--- src/core/mbhp_pkg.sv ---
/*
  Constants shared by the multi-bus host port: pin slots of the
  synchroniser vector, strap bits, bus modes, cycle states and
  the register map of the Wishbone slave.
  Assumes a 10 MHz system clock.
*/
package mbhp_pkg;
  // Bus flavours, coded as {status_bus_strap, local_bus_strap}
  typedef enum logic [1:0] {
    MBHP_MODE_STROBE = 2'h0,
    MBHP_MODE_STATUS = 2'h1,
    MBHP_MODE_LOCAL = 2'h2,
    MBHP_MODE_ISA = 2'h3
  } mbhp_mode_t;

  typedef enum logic [2:0] {
    MBHP_ST_IDLE = 3'h0,
    MBHP_ST_ADDR = 3'h1,
    MBHP_ST_WAIT = 3'h2,
    MBHP_ST_DONE_LO = 3'h3,
    MBHP_ST_DONE_HI = 3'h4
  } mbhp_state_t;

  // Slots in the synchronised pin vector
  localparam int PIN_RESET = 0;
  localparam int PIN_MAIN_CLOCK_IN = 1;
  localparam int PIN_REFRESH_OR_DISABLE_N = 2;
  localparam int PIN_BHE = 3;
  localparam int PIN_AEN = 4;
  localparam int PIN_START = 5;
  localparam int PIN_IO_READ_N = 6;
  localparam int PIN_IO_WRITE_N = 7;
  localparam int PIN_MEM_READ_N = 8;
  localparam int PIN_MEM_WRITE_N = 9;
  localparam int PIN_CT0 = 10;
  localparam int PIN_CT1 = 11;
  localparam int PIN_FT0 = 12;
  localparam int PIN_FT1 = 13;
  localparam int PIN_STRAP = 14;
  localparam int PIN_CHAIN = 22;
  localparam int STRAP_W = 8;

  // Strap bit positions inside config_straps
  localparam int STRAP_LB = 0;
  localparam int STRAP_MC = 1;
  localparam int STRAP_XCV = 3;
  localparam int STRAP_CD = 4;
  localparam logic [STRAP_W-1:0] STRAP_RESET = 8'hFF;

  // Register map, byte addresses
  localparam logic [7:0] REG_CONTROL = 8'h00;
  localparam logic [7:0] REG_STATUS = 8'h04;
  localparam logic [7:0] REG_ACCEPT_CNT = 8'h08;
  localparam logic [7:0] REG_REFUSE_CNT = 8'h0C;

  // Control fields
  localparam int CTL_LOGIC_PWR = 0;
  localparam int CTL_BIAS_PWR = 1;
  localparam int CTL_VSYNC_IRQ = 2;
  localparam int CTL_IRQ_LOW = 3;
  localparam int CTL_W = 4;
  localparam logic [CTL_W-1:0] CONTROL_RESET = 4'h0;

  // Status fields
  localparam int STS_MODE = 0;
  localparam int STS_XCV = 2;
  localparam int STS_CDBL = 3;
  localparam int STS_ICT = 4;
  localparam int STS_FLOAT = 5;
  localparam int STS_BUSY = 6;
  localparam int STS_STRAPS = 8;
endpackage

--- src/core/mbhp_host_port.sv ---
/*
  Host bus front end of a flat-panel display controller: cycle decode
  for four bus flavours, ready generation, reset-time straps, the
  continuity test chain and the all-pins float test.
  Assumes every pin input is asynchronous to sys_clk_i, that the
  display core answers each acc_req_o with acc_done_i, and that a
  pad ring resolves the three-signal two-way pins.
*/
// Summary of operation
// - Refresh/disable low refuses display memory accesses
// - Byte-high-enable low adds upper byte
// - ISA: latched address enable 0 validates I/O
// - Other modes: select 1 memory, 0 I/O
// - Start strobe input; ISA drives activity indicator
// - I/O read: ISA read, local clock, else command phase
// - Status mode: setup low disables all functions; here it only idles bus cycles, registers and test modes still run
// - Local mode: drive I/O-write low claiming cycle
// - Strobe/local modes: memory-read low means read
// - Status pair: 01 read, 10 write
// - Strobe ignores memory-write; local drives bus-size low
// - ISA/status: ready low inserts wait states
// - Strobe/local ready low completes; high, then float
// - Two straps select bus type
// - Transceiver strap 0 turns logic power into direction
// - Clock-double strap low enables clock doubling
// - Enter chain test on clock rise, straps low
// - Chain test: AND of pins on frame marker
// - Leave chain test when conditions fail
// - Float straps low at clock rise floats pins
// - Bias output: vsync interrupt or data-select
// - Straps captured at reset falling edge
`timescale 1ns/1ps
`default_nettype none
module mbhp_host_port #(
  parameter int CHAIN_W = 8,
  parameter int CNT_W = 16
) (
  input wire logic sys_clk_i,
  input wire logic rst_i,
  input wire logic wb_cyc_i,
  input wire logic wb_stb_i,
  input wire logic wb_we_i,
  input wire logic [7:0] wb_adr_i,
  input wire logic [3:0] wb_sel_i,
  input wire logic [31:0] wb_dat_i,
  output logic [31:0] wb_dat_o,
  output logic wb_ack_o,
  input wire logic reset_pin_i,
  input wire logic main_clock_in_i,
  input wire logic refresh_or_disable_n_i,
  input wire logic byte_high_en_n_i,
  input wire logic address_enable_gate_i,
  input wire logic cycle_start_n_i,
  output logic cycle_start_n_o,
  output logic cycle_start_n_oe_o,
  input wire logic io_read_n_i,
  input wire logic io_write_n_i,
  output logic io_write_n_o,
  output logic io_write_n_oe_o,
  input wire logic mem_read_n_i,
  input wire logic mem_write_n_i,
  output logic mem_write_n_o,
  output logic mem_write_n_oe_o,
  output logic cycle_done_n_o,
  output logic cycle_done_n_oe_o,
  input wire logic [7:0] config_straps_i,
  input wire logic chain_test_en0_n_i,
  input wire logic chain_test_en1_n_i,
  input wire logic float_test_en0_n_i,
  input wire logic float_test_en1_n_i,
  input wire logic [CHAIN_W-1:0] chain_pins_i,
  input wire logic frame_marker_core_i,
  output logic frame_marker_o,
  output logic frame_marker_oe_o,
  input wire logic vsync_i,
  output logic panel_logic_power_en_o,
  output logic panel_bias_power_en_o,
  output logic pins_float_o,
  output logic clock_double_en_o,
  output logic acc_req_o,
  output logic acc_mem_o,
  output logic acc_write_o,
  output logic acc_hi_byte_o,
  input wire logic acc_done_i
);
  localparam int NP = mbhp_pkg::PIN_CHAIN + CHAIN_W;

  logic [NP-1:0] pin_raw;
  logic [NP-1:0] sync1_reg, sync2_reg, sync3_reg, pin_reg, pin_d_reg;
  logic [NP-1:0] pin_next, pin_fall, pin_rise;

  assign pin_raw = {chain_pins_i, config_straps_i, float_test_en1_n_i, float_test_en0_n_i,
    chain_test_en1_n_i, chain_test_en0_n_i, mem_write_n_i, mem_read_n_i, io_write_n_i,
    io_read_n_i, cycle_start_n_i, address_enable_gate_i, byte_high_en_n_i,
    refresh_or_disable_n_i, main_clock_in_i, reset_pin_i};

  // A bit moves only once the second and third stages agree
  assign pin_next = (~(sync2_reg ^ sync3_reg) & sync2_reg) | ((sync2_reg ^ sync3_reg) & pin_reg);
  assign pin_fall = pin_d_reg & ~pin_reg;
  assign pin_rise = ~pin_d_reg & pin_reg;

  always_ff @(posedge sys_clk_i) begin
    if (rst_i) begin
      sync1_reg <= '1;
      sync2_reg <= '1;
      sync3_reg <= '1;
      pin_reg <= '1;
      pin_d_reg <= '1;
    end else begin
      sync1_reg <= pin_raw;
      sync2_reg <= sync1_reg;
      sync3_reg <= sync2_reg;
      pin_reg <= pin_next;
      pin_d_reg <= pin_reg;
    end
  end

  // Straps and mode
  logic [mbhp_pkg::STRAP_W-1:0] strap_reg;
  mbhp_pkg::mbhp_mode_t mode;
  logic is_isa, is_status, is_strobe, is_local, xcv_mode;

  always_ff @(posedge sys_clk_i) begin
    if (rst_i) begin
      strap_reg <= mbhp_pkg::STRAP_RESET;
    end else if (pin_fall[mbhp_pkg::PIN_RESET]) begin
      strap_reg <= pin_reg[mbhp_pkg::PIN_STRAP +: mbhp_pkg::STRAP_W];
    end
  end

  assign mode = mbhp_pkg::mbhp_mode_t'({strap_reg[mbhp_pkg::STRAP_MC],
    strap_reg[mbhp_pkg::STRAP_LB]});
  assign is_isa = (mode == mbhp_pkg::MBHP_MODE_ISA);
  assign is_status = (mode == mbhp_pkg::MBHP_MODE_STATUS);
  assign is_strobe = (mode == mbhp_pkg::MBHP_MODE_STROBE);
  assign is_local = (mode == mbhp_pkg::MBHP_MODE_LOCAL);
  assign xcv_mode = ~strap_reg[mbhp_pkg::STRAP_XCV];
  assign clock_double_en_o = ~strap_reg[mbhp_pkg::STRAP_CD];

  // Test modes, evaluated on each main clock rise
  logic ict_reg, float_reg, test_ok_ict, test_ok_float;
  assign test_ok_ict = ~pin_reg[mbhp_pkg::PIN_CT0] & ~pin_reg[mbhp_pkg::PIN_CT1] &
    pin_reg[mbhp_pkg::PIN_RESET];
  assign test_ok_float = ~pin_reg[mbhp_pkg::PIN_FT0] & ~pin_reg[mbhp_pkg::PIN_FT1] &
    pin_reg[mbhp_pkg::PIN_RESET];

  always_ff @(posedge sys_clk_i) begin
    if (rst_i) begin
      ict_reg <= 1'b0;
      float_reg <= 1'b0;
    end else if (pin_rise[mbhp_pkg::PIN_MAIN_CLOCK_IN]) begin
      ict_reg <= test_ok_ict;
      float_reg <= test_ok_float;
    end
  end

  logic quiet;
  assign quiet = ict_reg | float_reg;
  assign pins_float_o = quiet;

  // Bus cycle decode
  mbhp_pkg::mbhp_state_t state_reg;
  logic aen_lat_reg, sel_mem_reg, dir_rd_reg, hi_reg, stat_hi_reg, stat_lo_reg;
  logic lclk_rise, step, setup_off, start_fall, cmd_fall;
  logic isa_fall, isa_mem, isa_wr, isa_ok;
  logic lb_start, st_issue, st_refuse;
  logic iss_mem, iss_wr, iss_hi, cmd_ok;

  assign lclk_rise = pin_rise[mbhp_pkg::PIN_IO_READ_N];
  assign step = is_local ? lclk_rise : 1'b1;
  assign setup_off = is_status & ~pin_reg[mbhp_pkg::PIN_IO_WRITE_N];
  assign start_fall = pin_fall[mbhp_pkg::PIN_START];
  assign cmd_fall = pin_fall[mbhp_pkg::PIN_IO_READ_N];

  assign isa_fall = |pin_fall[mbhp_pkg::PIN_MEM_WRITE_N:mbhp_pkg::PIN_IO_READ_N];
  assign isa_mem = pin_fall[mbhp_pkg::PIN_MEM_READ_N] | pin_fall[mbhp_pkg::PIN_MEM_WRITE_N];
  assign isa_wr = pin_fall[mbhp_pkg::PIN_IO_WRITE_N] | pin_fall[mbhp_pkg::PIN_MEM_WRITE_N];
  assign isa_ok = isa_mem ? pin_reg[mbhp_pkg::PIN_REFRESH_OR_DISABLE_N] : ~aen_lat_reg;
  assign lb_start = lclk_rise & ~pin_reg[mbhp_pkg::PIN_START];

  // Command phase for status and strobe flavours
  always_comb begin
    cmd_ok = 1'b0;
    iss_wr = ~dir_rd_reg;
    if (is_status) begin
      cmd_ok = stat_hi_reg ^ stat_lo_reg;
      iss_wr = stat_hi_reg;
    end else begin
      cmd_ok = 1'b1;
    end
    if (sel_mem_reg & ~pin_reg[mbhp_pkg::PIN_REFRESH_OR_DISABLE_N]) begin
      cmd_ok = 1'b0;
    end
  end

  always_comb begin
    st_issue = 1'b0;
    st_refuse = 1'b0;
    iss_mem = sel_mem_reg;
    iss_hi = hi_reg;
    if (quiet | setup_off) begin
      st_issue = 1'b0;
    end else if (state_reg == mbhp_pkg::MBHP_ST_IDLE && is_isa && isa_fall) begin
      st_issue = isa_ok;
      st_refuse = ~isa_ok;
      iss_mem = isa_mem;
      iss_hi = ~pin_reg[mbhp_pkg::PIN_BHE];
    end else if (state_reg == mbhp_pkg::MBHP_ST_IDLE && is_local && lb_start) begin
      st_issue = pin_reg[mbhp_pkg::PIN_AEN] ? pin_reg[mbhp_pkg::PIN_REFRESH_OR_DISABLE_N] : 1'b1;
      st_refuse = ~st_issue;
      iss_mem = pin_reg[mbhp_pkg::PIN_AEN];
      iss_hi = ~pin_reg[mbhp_pkg::PIN_BHE];
    end else if (state_reg == mbhp_pkg::MBHP_ST_ADDR && cmd_fall) begin
      st_issue = cmd_ok;
      st_refuse = ~cmd_ok;
    end
  end

  always_ff @(posedge sys_clk_i) begin
    if (rst_i) begin
      aen_lat_reg <= 1'b1;
    end else if (state_reg == mbhp_pkg::MBHP_ST_IDLE && ~isa_fall) begin
      // Transparent between cycles, frozen once a strobe falls
      aen_lat_reg <= pin_reg[mbhp_pkg::PIN_AEN];
    end
  end

  always_ff @(posedge sys_clk_i) begin
    if (rst_i) begin
      sel_mem_reg <= 1'b0;
      dir_rd_reg <= 1'b1;
      hi_reg <= 1'b0;
      stat_hi_reg <= 1'b1;
      stat_lo_reg <= 1'b1;
    end else if (state_reg == mbhp_pkg::MBHP_ST_IDLE && start_fall) begin
      sel_mem_reg <= pin_reg[mbhp_pkg::PIN_AEN];
      dir_rd_reg <= ~pin_reg[mbhp_pkg::PIN_MEM_READ_N];
      hi_reg <= ~pin_reg[mbhp_pkg::PIN_BHE];
      stat_hi_reg <= pin_reg[mbhp_pkg::PIN_MEM_READ_N];
      stat_lo_reg <= pin_reg[mbhp_pkg::PIN_MEM_WRITE_N];
    end
  end

  always_ff @(posedge sys_clk_i) begin
    if (rst_i || quiet || setup_off) begin
      state_reg <= mbhp_pkg::MBHP_ST_IDLE;
    end else begin
      unique case (state_reg)
        mbhp_pkg::MBHP_ST_IDLE: begin
          if (st_issue) begin
            state_reg <= mbhp_pkg::MBHP_ST_WAIT;
          end else if ((is_status || is_strobe) && start_fall) begin
            state_reg <= mbhp_pkg::MBHP_ST_ADDR;
          end
        end
        mbhp_pkg::MBHP_ST_ADDR: begin
          if (st_issue) begin
            state_reg <= mbhp_pkg::MBHP_ST_WAIT;
          end else if (st_refuse) begin
            state_reg <= mbhp_pkg::MBHP_ST_IDLE;
          end
        end
        mbhp_pkg::MBHP_ST_WAIT: begin
          if (acc_done_i) begin
            // Wait-state flavours just release ready; the others pulse it low
            state_reg <= (is_isa || is_status) ? mbhp_pkg::MBHP_ST_DONE_HI :
              mbhp_pkg::MBHP_ST_DONE_LO;
          end
        end
        mbhp_pkg::MBHP_ST_DONE_LO: begin
          if (step) begin
            state_reg <= mbhp_pkg::MBHP_ST_DONE_HI;
          end
        end
        mbhp_pkg::MBHP_ST_DONE_HI: begin
          if (step) begin
            state_reg <= mbhp_pkg::MBHP_ST_IDLE;
          end
        end
        default: begin
          state_reg <= mbhp_pkg::MBHP_ST_IDLE;
        end
      endcase
    end
  end

  // Request to the display core
  always_ff @(posedge sys_clk_i) begin
    if (rst_i) begin
      acc_req_o <= 1'b0;
      acc_mem_o <= 1'b0;
      acc_write_o <= 1'b0;
      acc_hi_byte_o <= 1'b0;
    end else begin
      acc_req_o <= st_issue;
      if (st_issue) begin
        acc_mem_o <= iss_mem;
        acc_write_o <= is_isa ? isa_wr : (is_local ? pin_reg[mbhp_pkg::PIN_MEM_READ_N] : iss_wr);
        acc_hi_byte_o <= iss_hi;
      end
    end
  end

  // Pin drivers
  logic busy, in_wait;
  assign busy = (state_reg != mbhp_pkg::MBHP_ST_IDLE) && (state_reg != mbhp_pkg::MBHP_ST_ADDR);
  assign in_wait = (state_reg == mbhp_pkg::MBHP_ST_WAIT);

  always_comb begin
    cycle_done_n_o = 1'b1;
    cycle_done_n_oe_o = busy & ~quiet;
    if (in_wait && (is_isa || is_status)) begin
      cycle_done_n_o = 1'b0;
    end else if (state_reg == mbhp_pkg::MBHP_ST_DONE_LO) begin
      cycle_done_n_o = 1'b0;
    end
  end

  assign cycle_start_n_o = busy;
  assign cycle_start_n_oe_o = is_isa & ~quiet;
  assign io_write_n_o = ~busy;
  assign io_write_n_oe_o = is_local & ~quiet;
  assign mem_write_n_o = 1'b0;
  assign mem_write_n_oe_o = is_local & busy & ~quiet;

  // Chain result replaces the frame marker in continuity test
  assign frame_marker_o = ict_reg ? &pin_reg[mbhp_pkg::PIN_CHAIN +: CHAIN_W] :
    frame_marker_core_i;
  assign frame_marker_oe_o = ict_reg | ~float_reg;

  // Register file
  logic [mbhp_pkg::CTL_W-1:0] control_reg;
  logic [CNT_W-1:0] accept_cnt_reg, refuse_cnt_reg;
  logic wb_hit, rd_dir;
  assign wb_hit = wb_cyc_i & wb_stb_i & ~wb_ack_o;

  always_ff @(posedge sys_clk_i) begin
    if (rst_i) begin
      wb_ack_o <= 1'b0;
    end else begin
      wb_ack_o <= wb_hit;
    end
  end

  always_ff @(posedge sys_clk_i) begin
    if (rst_i) begin
      control_reg <= mbhp_pkg::CONTROL_RESET;
    end else if (wb_hit && wb_we_i && wb_sel_i[0] && wb_adr_i == mbhp_pkg::REG_CONTROL) begin
      control_reg <= wb_dat_i[mbhp_pkg::CTL_W-1:0];
    end
  end

  // Counters saturate rather than wrap so a long soak stays readable
  always_ff @(posedge sys_clk_i) begin
    if (rst_i) begin
      accept_cnt_reg <= '0;
      refuse_cnt_reg <= '0;
    end else begin
      if (st_issue && ~&accept_cnt_reg) begin
        accept_cnt_reg <= accept_cnt_reg + 1'b1;
      end
      if (st_refuse && ~&refuse_cnt_reg) begin
        refuse_cnt_reg <= refuse_cnt_reg + 1'b1;
      end
    end
  end

  always_ff @(posedge sys_clk_i) begin
    if (rst_i) begin
      wb_dat_o <= 32'h00000000;
    end else if (wb_hit && !wb_we_i) begin
      wb_dat_o <= 32'h00000000;
      unique case (wb_adr_i)
        mbhp_pkg::REG_CONTROL: wb_dat_o[mbhp_pkg::CTL_W-1:0] <= control_reg;
        mbhp_pkg::REG_STATUS: begin
          wb_dat_o[mbhp_pkg::STS_MODE +: 2] <= mode;
          wb_dat_o[mbhp_pkg::STS_XCV] <= xcv_mode;
          wb_dat_o[mbhp_pkg::STS_CDBL] <= clock_double_en_o;
          wb_dat_o[mbhp_pkg::STS_ICT] <= ict_reg;
          wb_dat_o[mbhp_pkg::STS_FLOAT] <= float_reg;
          wb_dat_o[mbhp_pkg::STS_BUSY] <= busy;
          wb_dat_o[mbhp_pkg::STS_STRAPS +: mbhp_pkg::STRAP_W] <= strap_reg;
        end
        mbhp_pkg::REG_ACCEPT_CNT: wb_dat_o[CNT_W-1:0] <= accept_cnt_reg;
        mbhp_pkg::REG_REFUSE_CNT: wb_dat_o[CNT_W-1:0] <= refuse_cnt_reg;
        default: wb_dat_o <= 32'h00000000;
      endcase
    end
  end

  // Panel outputs; the float test parks them low since they have no enable
  assign rd_dir = busy & ~acc_write_o;
  always_comb begin
    panel_logic_power_en_o = control_reg[mbhp_pkg::CTL_LOGIC_PWR];
    panel_bias_power_en_o = control_reg[mbhp_pkg::CTL_BIAS_PWR];
    if (xcv_mode) begin
      panel_logic_power_en_o = rd_dir;
    end
    if (is_status) begin
      panel_bias_power_en_o = ~(busy & acc_mem_o);
    end else if (control_reg[mbhp_pkg::CTL_VSYNC_IRQ]) begin
      panel_bias_power_en_o = vsync_i ^ control_reg[mbhp_pkg::CTL_IRQ_LOW];
    end
    if (quiet) begin
      panel_logic_power_en_o = 1'b0;
      panel_bias_power_en_o = 1'b0;
    end
  end
endmodule
`default_nettype wire

--- config.mk ---
export PLATFORM = sky130hd
export DESIGN_NAME = mbhp_host_port
export DESIGN_NICKNAME = d
export VERILOG_FILES = /design/src/core/mbhp_pkg.sv /design/src/core/mbhp_host_port.sv
export SDC_FILE = /design/constraint.sdc
export NUM_CORES = 1
export LEC_CHECK = 0
export BUFFER_PORTS_ARGS = -buffer_cell sky130_fd_sc_hd__buf_4
export CELL_PAD_IN_SITES_DETAIL_PLACEMENT = 1
export CELL_PAD_IN_SITES_GLOBAL_PLACEMENT = 2
export CORE_UTILIZATION = 32
export CTS_BUF_LIST = sky130_fd_sc_hd__clkbuf_4
export CTS_CLUSTER_DIAMETER = 200
export DETAILED_ROUTE_END_ITERATION = 16
export GPL_TIMING_DRIVEN = 0
export PLACE_DENSITY_LB_ADDON = 0.1
export SKIP_LAST_GASP = 1
export SLEW_MARGIN = 20
export SYNTH_ARGS = -nofsm -noshare
export SYNTH_HDL_FRONTEND = slang
export SYNTH_SLANG_ARGS = --single-unit
--- constraint.sdc ---
create_clock -name sys_clk_i -period 2.2 [get_ports sys_clk_i]
set_input_delay 0.22 -clock sys_clk_i [delete_from_list [all_inputs] [get_ports sys_clk_i]]
set_output_delay 0.22 -clock sys_clk_i [all_outputs]
set_load 0.02 [all_outputs]
==> summary.md <==
| Metric | Value |
|---|---|
| Vias/cell | `4.71` |
| H-tree Lvls | `2` |
| Clk_lat worst skew | `0.66 ns` |
| Highest clock rate | `450 MHz` |
| Area of the core | `23,800 µm²` |
| Worst slew pin tran | `0.904 ns` |
| Number of synthesized flops with an enable pin | `0` |
| Slowest stage delay, CP | `0.42 ns` |
| Starting Density | `0.329` |
| Largest net degree at the start of global routing | `17` |
| Worst path required time | `2.78 ns` |
| Yosys cell types | `59` |
| ANT nets after route | `0` |
| CP dominant cell by count | `or3_4` |
| Post-Syn Instances | `828` |
| Top Layer Used | `met4` |
| Crit path max fanout | `7` |
| CTS max path bufs | `3` |
| Number of synthesized register bits | `203` |
| Initial antenna violation count | `1` |
| Kind of critical path | `register to register` |
| Most numerous cell in the Yosys netlist | `dfxtp_1` |
| Num CTS Buffers | `55` |
| Synth-to-Final Area Change | `34.3%` |
| DRT met1 WL | `9240 µm` |
| Sequential element share of the synthesized area | `0.519` |
| Slew headroom | `0.397` |
| Pwr Density | `766 nW/µm²` |
| Synthesized cell area | `7830 µm²` |
| CP arrival | `2.80 ns` |
| Clock root cell | `clkbuf_4` |
| Number of I/O port buffers | `82` |
| Failing checks | `negative setup slack` |
| Share of layout cells above drive strength 1 | `0.363` |
| Async SR Flop Fraction | `0` |
| Die span in y | `158 µm` |
| Buf/Inv on CP | `2` |
| First-pass GRT wire length | `35,000 µm` |
| Routability cong. | `0.825` |
| GRT overflow | `0` |
| Main synth FF type | `dfxtp_1` |
| Area leader, netlist | `dfxtp_1` |
| Drt wl/cell | `15.9 µm` |
| Total Die Area | `25,100 µm²` |
| Fin crit share | `1.01` |
| CTS tree | `done` |
| Synth cell count leaders | `dfxtp_1 (203), nor2_1 (113), or2_2 (99)` |
| RSZ-0062 raised after global routing | `true` |
| Hpwl dp | `15,600 µm` |
| TritonRoute pass-1 iters | `4` |
| WL met3 | `1110 µm` |
| Clk_skew | `0.0190 ns` |
| Critical path, cell by cell | `nor2_4, inv_2, or3_4, o21a_1, a211oi_4, buf_6, nand4_1, or3_4, a21oi_2` |
| Worst-path clk slew | `0.06 ns` |
| Worst Hold Class | `input pin to register` |
| Clock Sink Count | `203` |
| Syn_area_per_cell | `9.45 µm²` |
| Finished Cell Area | `10,500 µm²` |
| Crit-path leading delay family | `simple AND/OR/NAND/NOR gates` |
| Post-layout util | `0.442` |
| Status | `finished with violations` |
| Met2 WL | `11,200 µm` |
| Overall routed net length | `22,300 µm` |
| Max-slew violations | `0` |
| Gr usage total | `0.182` |
| Critical Path End Type | `register` |
| Max Cap Viol | `0` |
| Die Wd | `158 µm` |
| Startpoint Class | `register` |
| # rows | `56` |
| Ranking of synthesized cells by area | `dfxtp_1 (52%), or2_2 (7.9%), nor2_1 (5.4%), a21oi_1 (3.8%), o21bai_1 (2.9%)` |
| Post-synth top area share | `0.519` |
| DRC viols | `0` |
| IO Count | `133` |
| Final Hold Vio Count | `0` |
| Nets | `1,126` |
| Final worst slack | `-0.0215 ns` |
| Detailed-route via count | `6,588` |
| Setup violators final | `6` |
| Vias in the first global route | `6,910` |
| Fin crit period | `2.22 ns` |
| Area after DPL | `8900 µm²` |
| Maximum VDD drop | `394 µV` |
| Static Leakage | `4.26 nW` |
| Slowest-stage cell, CP | `or3_4` |
| Starting DRT DRC Count | `203` |
| Ys Warns | `0` |
worst paths after layout:
| check | from | endpoint | slack [ns] | cells after the start |
|---|---|---|---|---|
| setup / recovery | state_reg[1] | refuse_cnt_reg[15] | -0.02 | 9 |
| hold / removal | wb_adr_i[0] | wb_dat_o[1] | 0.1 | 6 |
| setup reg to reg | state_reg[1] | refuse_cnt_reg[15] | -0.02 | 9 |
| hold reg to reg | sync1_reg[11] | sync2_reg[11] | 0.41 | 1 |
cells in the final DEF (no fill, tap or decap), drive strengths merged, types with 13 or more instances in the layout:
| cell type | netlist | final |
|---|---|---|
| a22oi | 13 | 13 |
| conb | 1 | 17 |
| nor2b | 17 | 17 |
| o21bai | 31 | 31 |
| dfxtp | 203 | 203 |
| dlygate4sd3 | 0 | 37 |
| nand3 | 16 | 17 |
| nor2 | 114 | 114 |
| xnor2 | 14 | 14 |
| or2 | 99 | 99 |
| clkbuf | 37 | 124 |
| inv | 16 | 17 |
| a21oi | 59 | 59 |
| o21ai | 15 | 15 |
| buf | 21 | 126 |
| nand2 | 23 | 23 |
routing by layer:
layer	track usage	vias to the layer above
li1	-	3254
met1	0.206	3120
met2	0.324	161
met3	0.0392	53
met4	0.0847	0
met5	0	-
worst reg2reg max path: stages, from the launching register on:
cell and delay [ns]:
dfxtp_4 0.37, nor2_4 0.12, inv_2 0.06, or3_4 0.36, o21a_1 0.22, a211oi_4 0.21, buf_6 0.16, nand4_1 0.13
or3_4 0.42, a21oi_2 0.11
power breakdown:
part           internal, W  switching [W]  leakage [nW]
sequential         0.00377      0.0000565          1.66
combinational     0.000364       0.000394          2.17
clock              0.00192        0.00154         0.431
total              0.00606        0.00199          4.26
repair_timing:
| action | in CTS | in global routing |
|---|---|---|
| cloned | 1 | 0 |
| pin swaps | 13 | 10 |
| setup endpoints to repair | 40 | 34 |
| hold buffers | 37 | 0 |
| resized for setup | 45 | 41 |
| endpoints found under the hold margin | 36 | 0 |
| buffers inserted | 16 | 9 |
layout make-up:
cell class | instances | area [µm²]
flip-flops and latches | 203 | 4090
plain buffers | 55 | 298
diodes | 2 | 5.00
repair buffers | 143 | 1190
well taps | 319 | 399
fillers | 2740 | 13200
clock buffers | 89 | 668
clock inverters | 5 | 53.8
inverters | 16 | 60.1
multi-input cells | 568 | 3740
per-stage QoR:
stage / hold WS (ns) / TNS [ns] / total power (W) / instances / setup WS [ns]
global route: 0.106 / -1.57 / 0.00846 / 1400 / -0.163
global placement: 0.392 / -11.99 / 0.00454 / 1245 / -0.787
detailed placement: 0.395 / -13.71 / 0.00456 / 1245 / -0.810
finish: 0.0985 / -0.0629 / 0.00805 / 1400 / -0.0215
floorplan: 0.324 / 0 / 0.00431 / 844 / 0.00615
CTS: 0.0392 / -0.196 / 0.00819 / 1391 / -0.0478
cells by family after synthesis:
family | Yosys count | synth area share
buffers and inverters | 74 | 0.0444
AND/OR/NAND/NOR | 342 | 0.231
flip-flops | 203 | 0.519
multiplexers | 22 | 0.0377
XOR/XNOR | 23 | 0.0257
adder cells (fa/ha/maj) | 2 | 0.00320
other | 1 | 0.000479
AO/OA/AOI/OAI | 161 | 0.138
(Power assumes the default switching activity.)
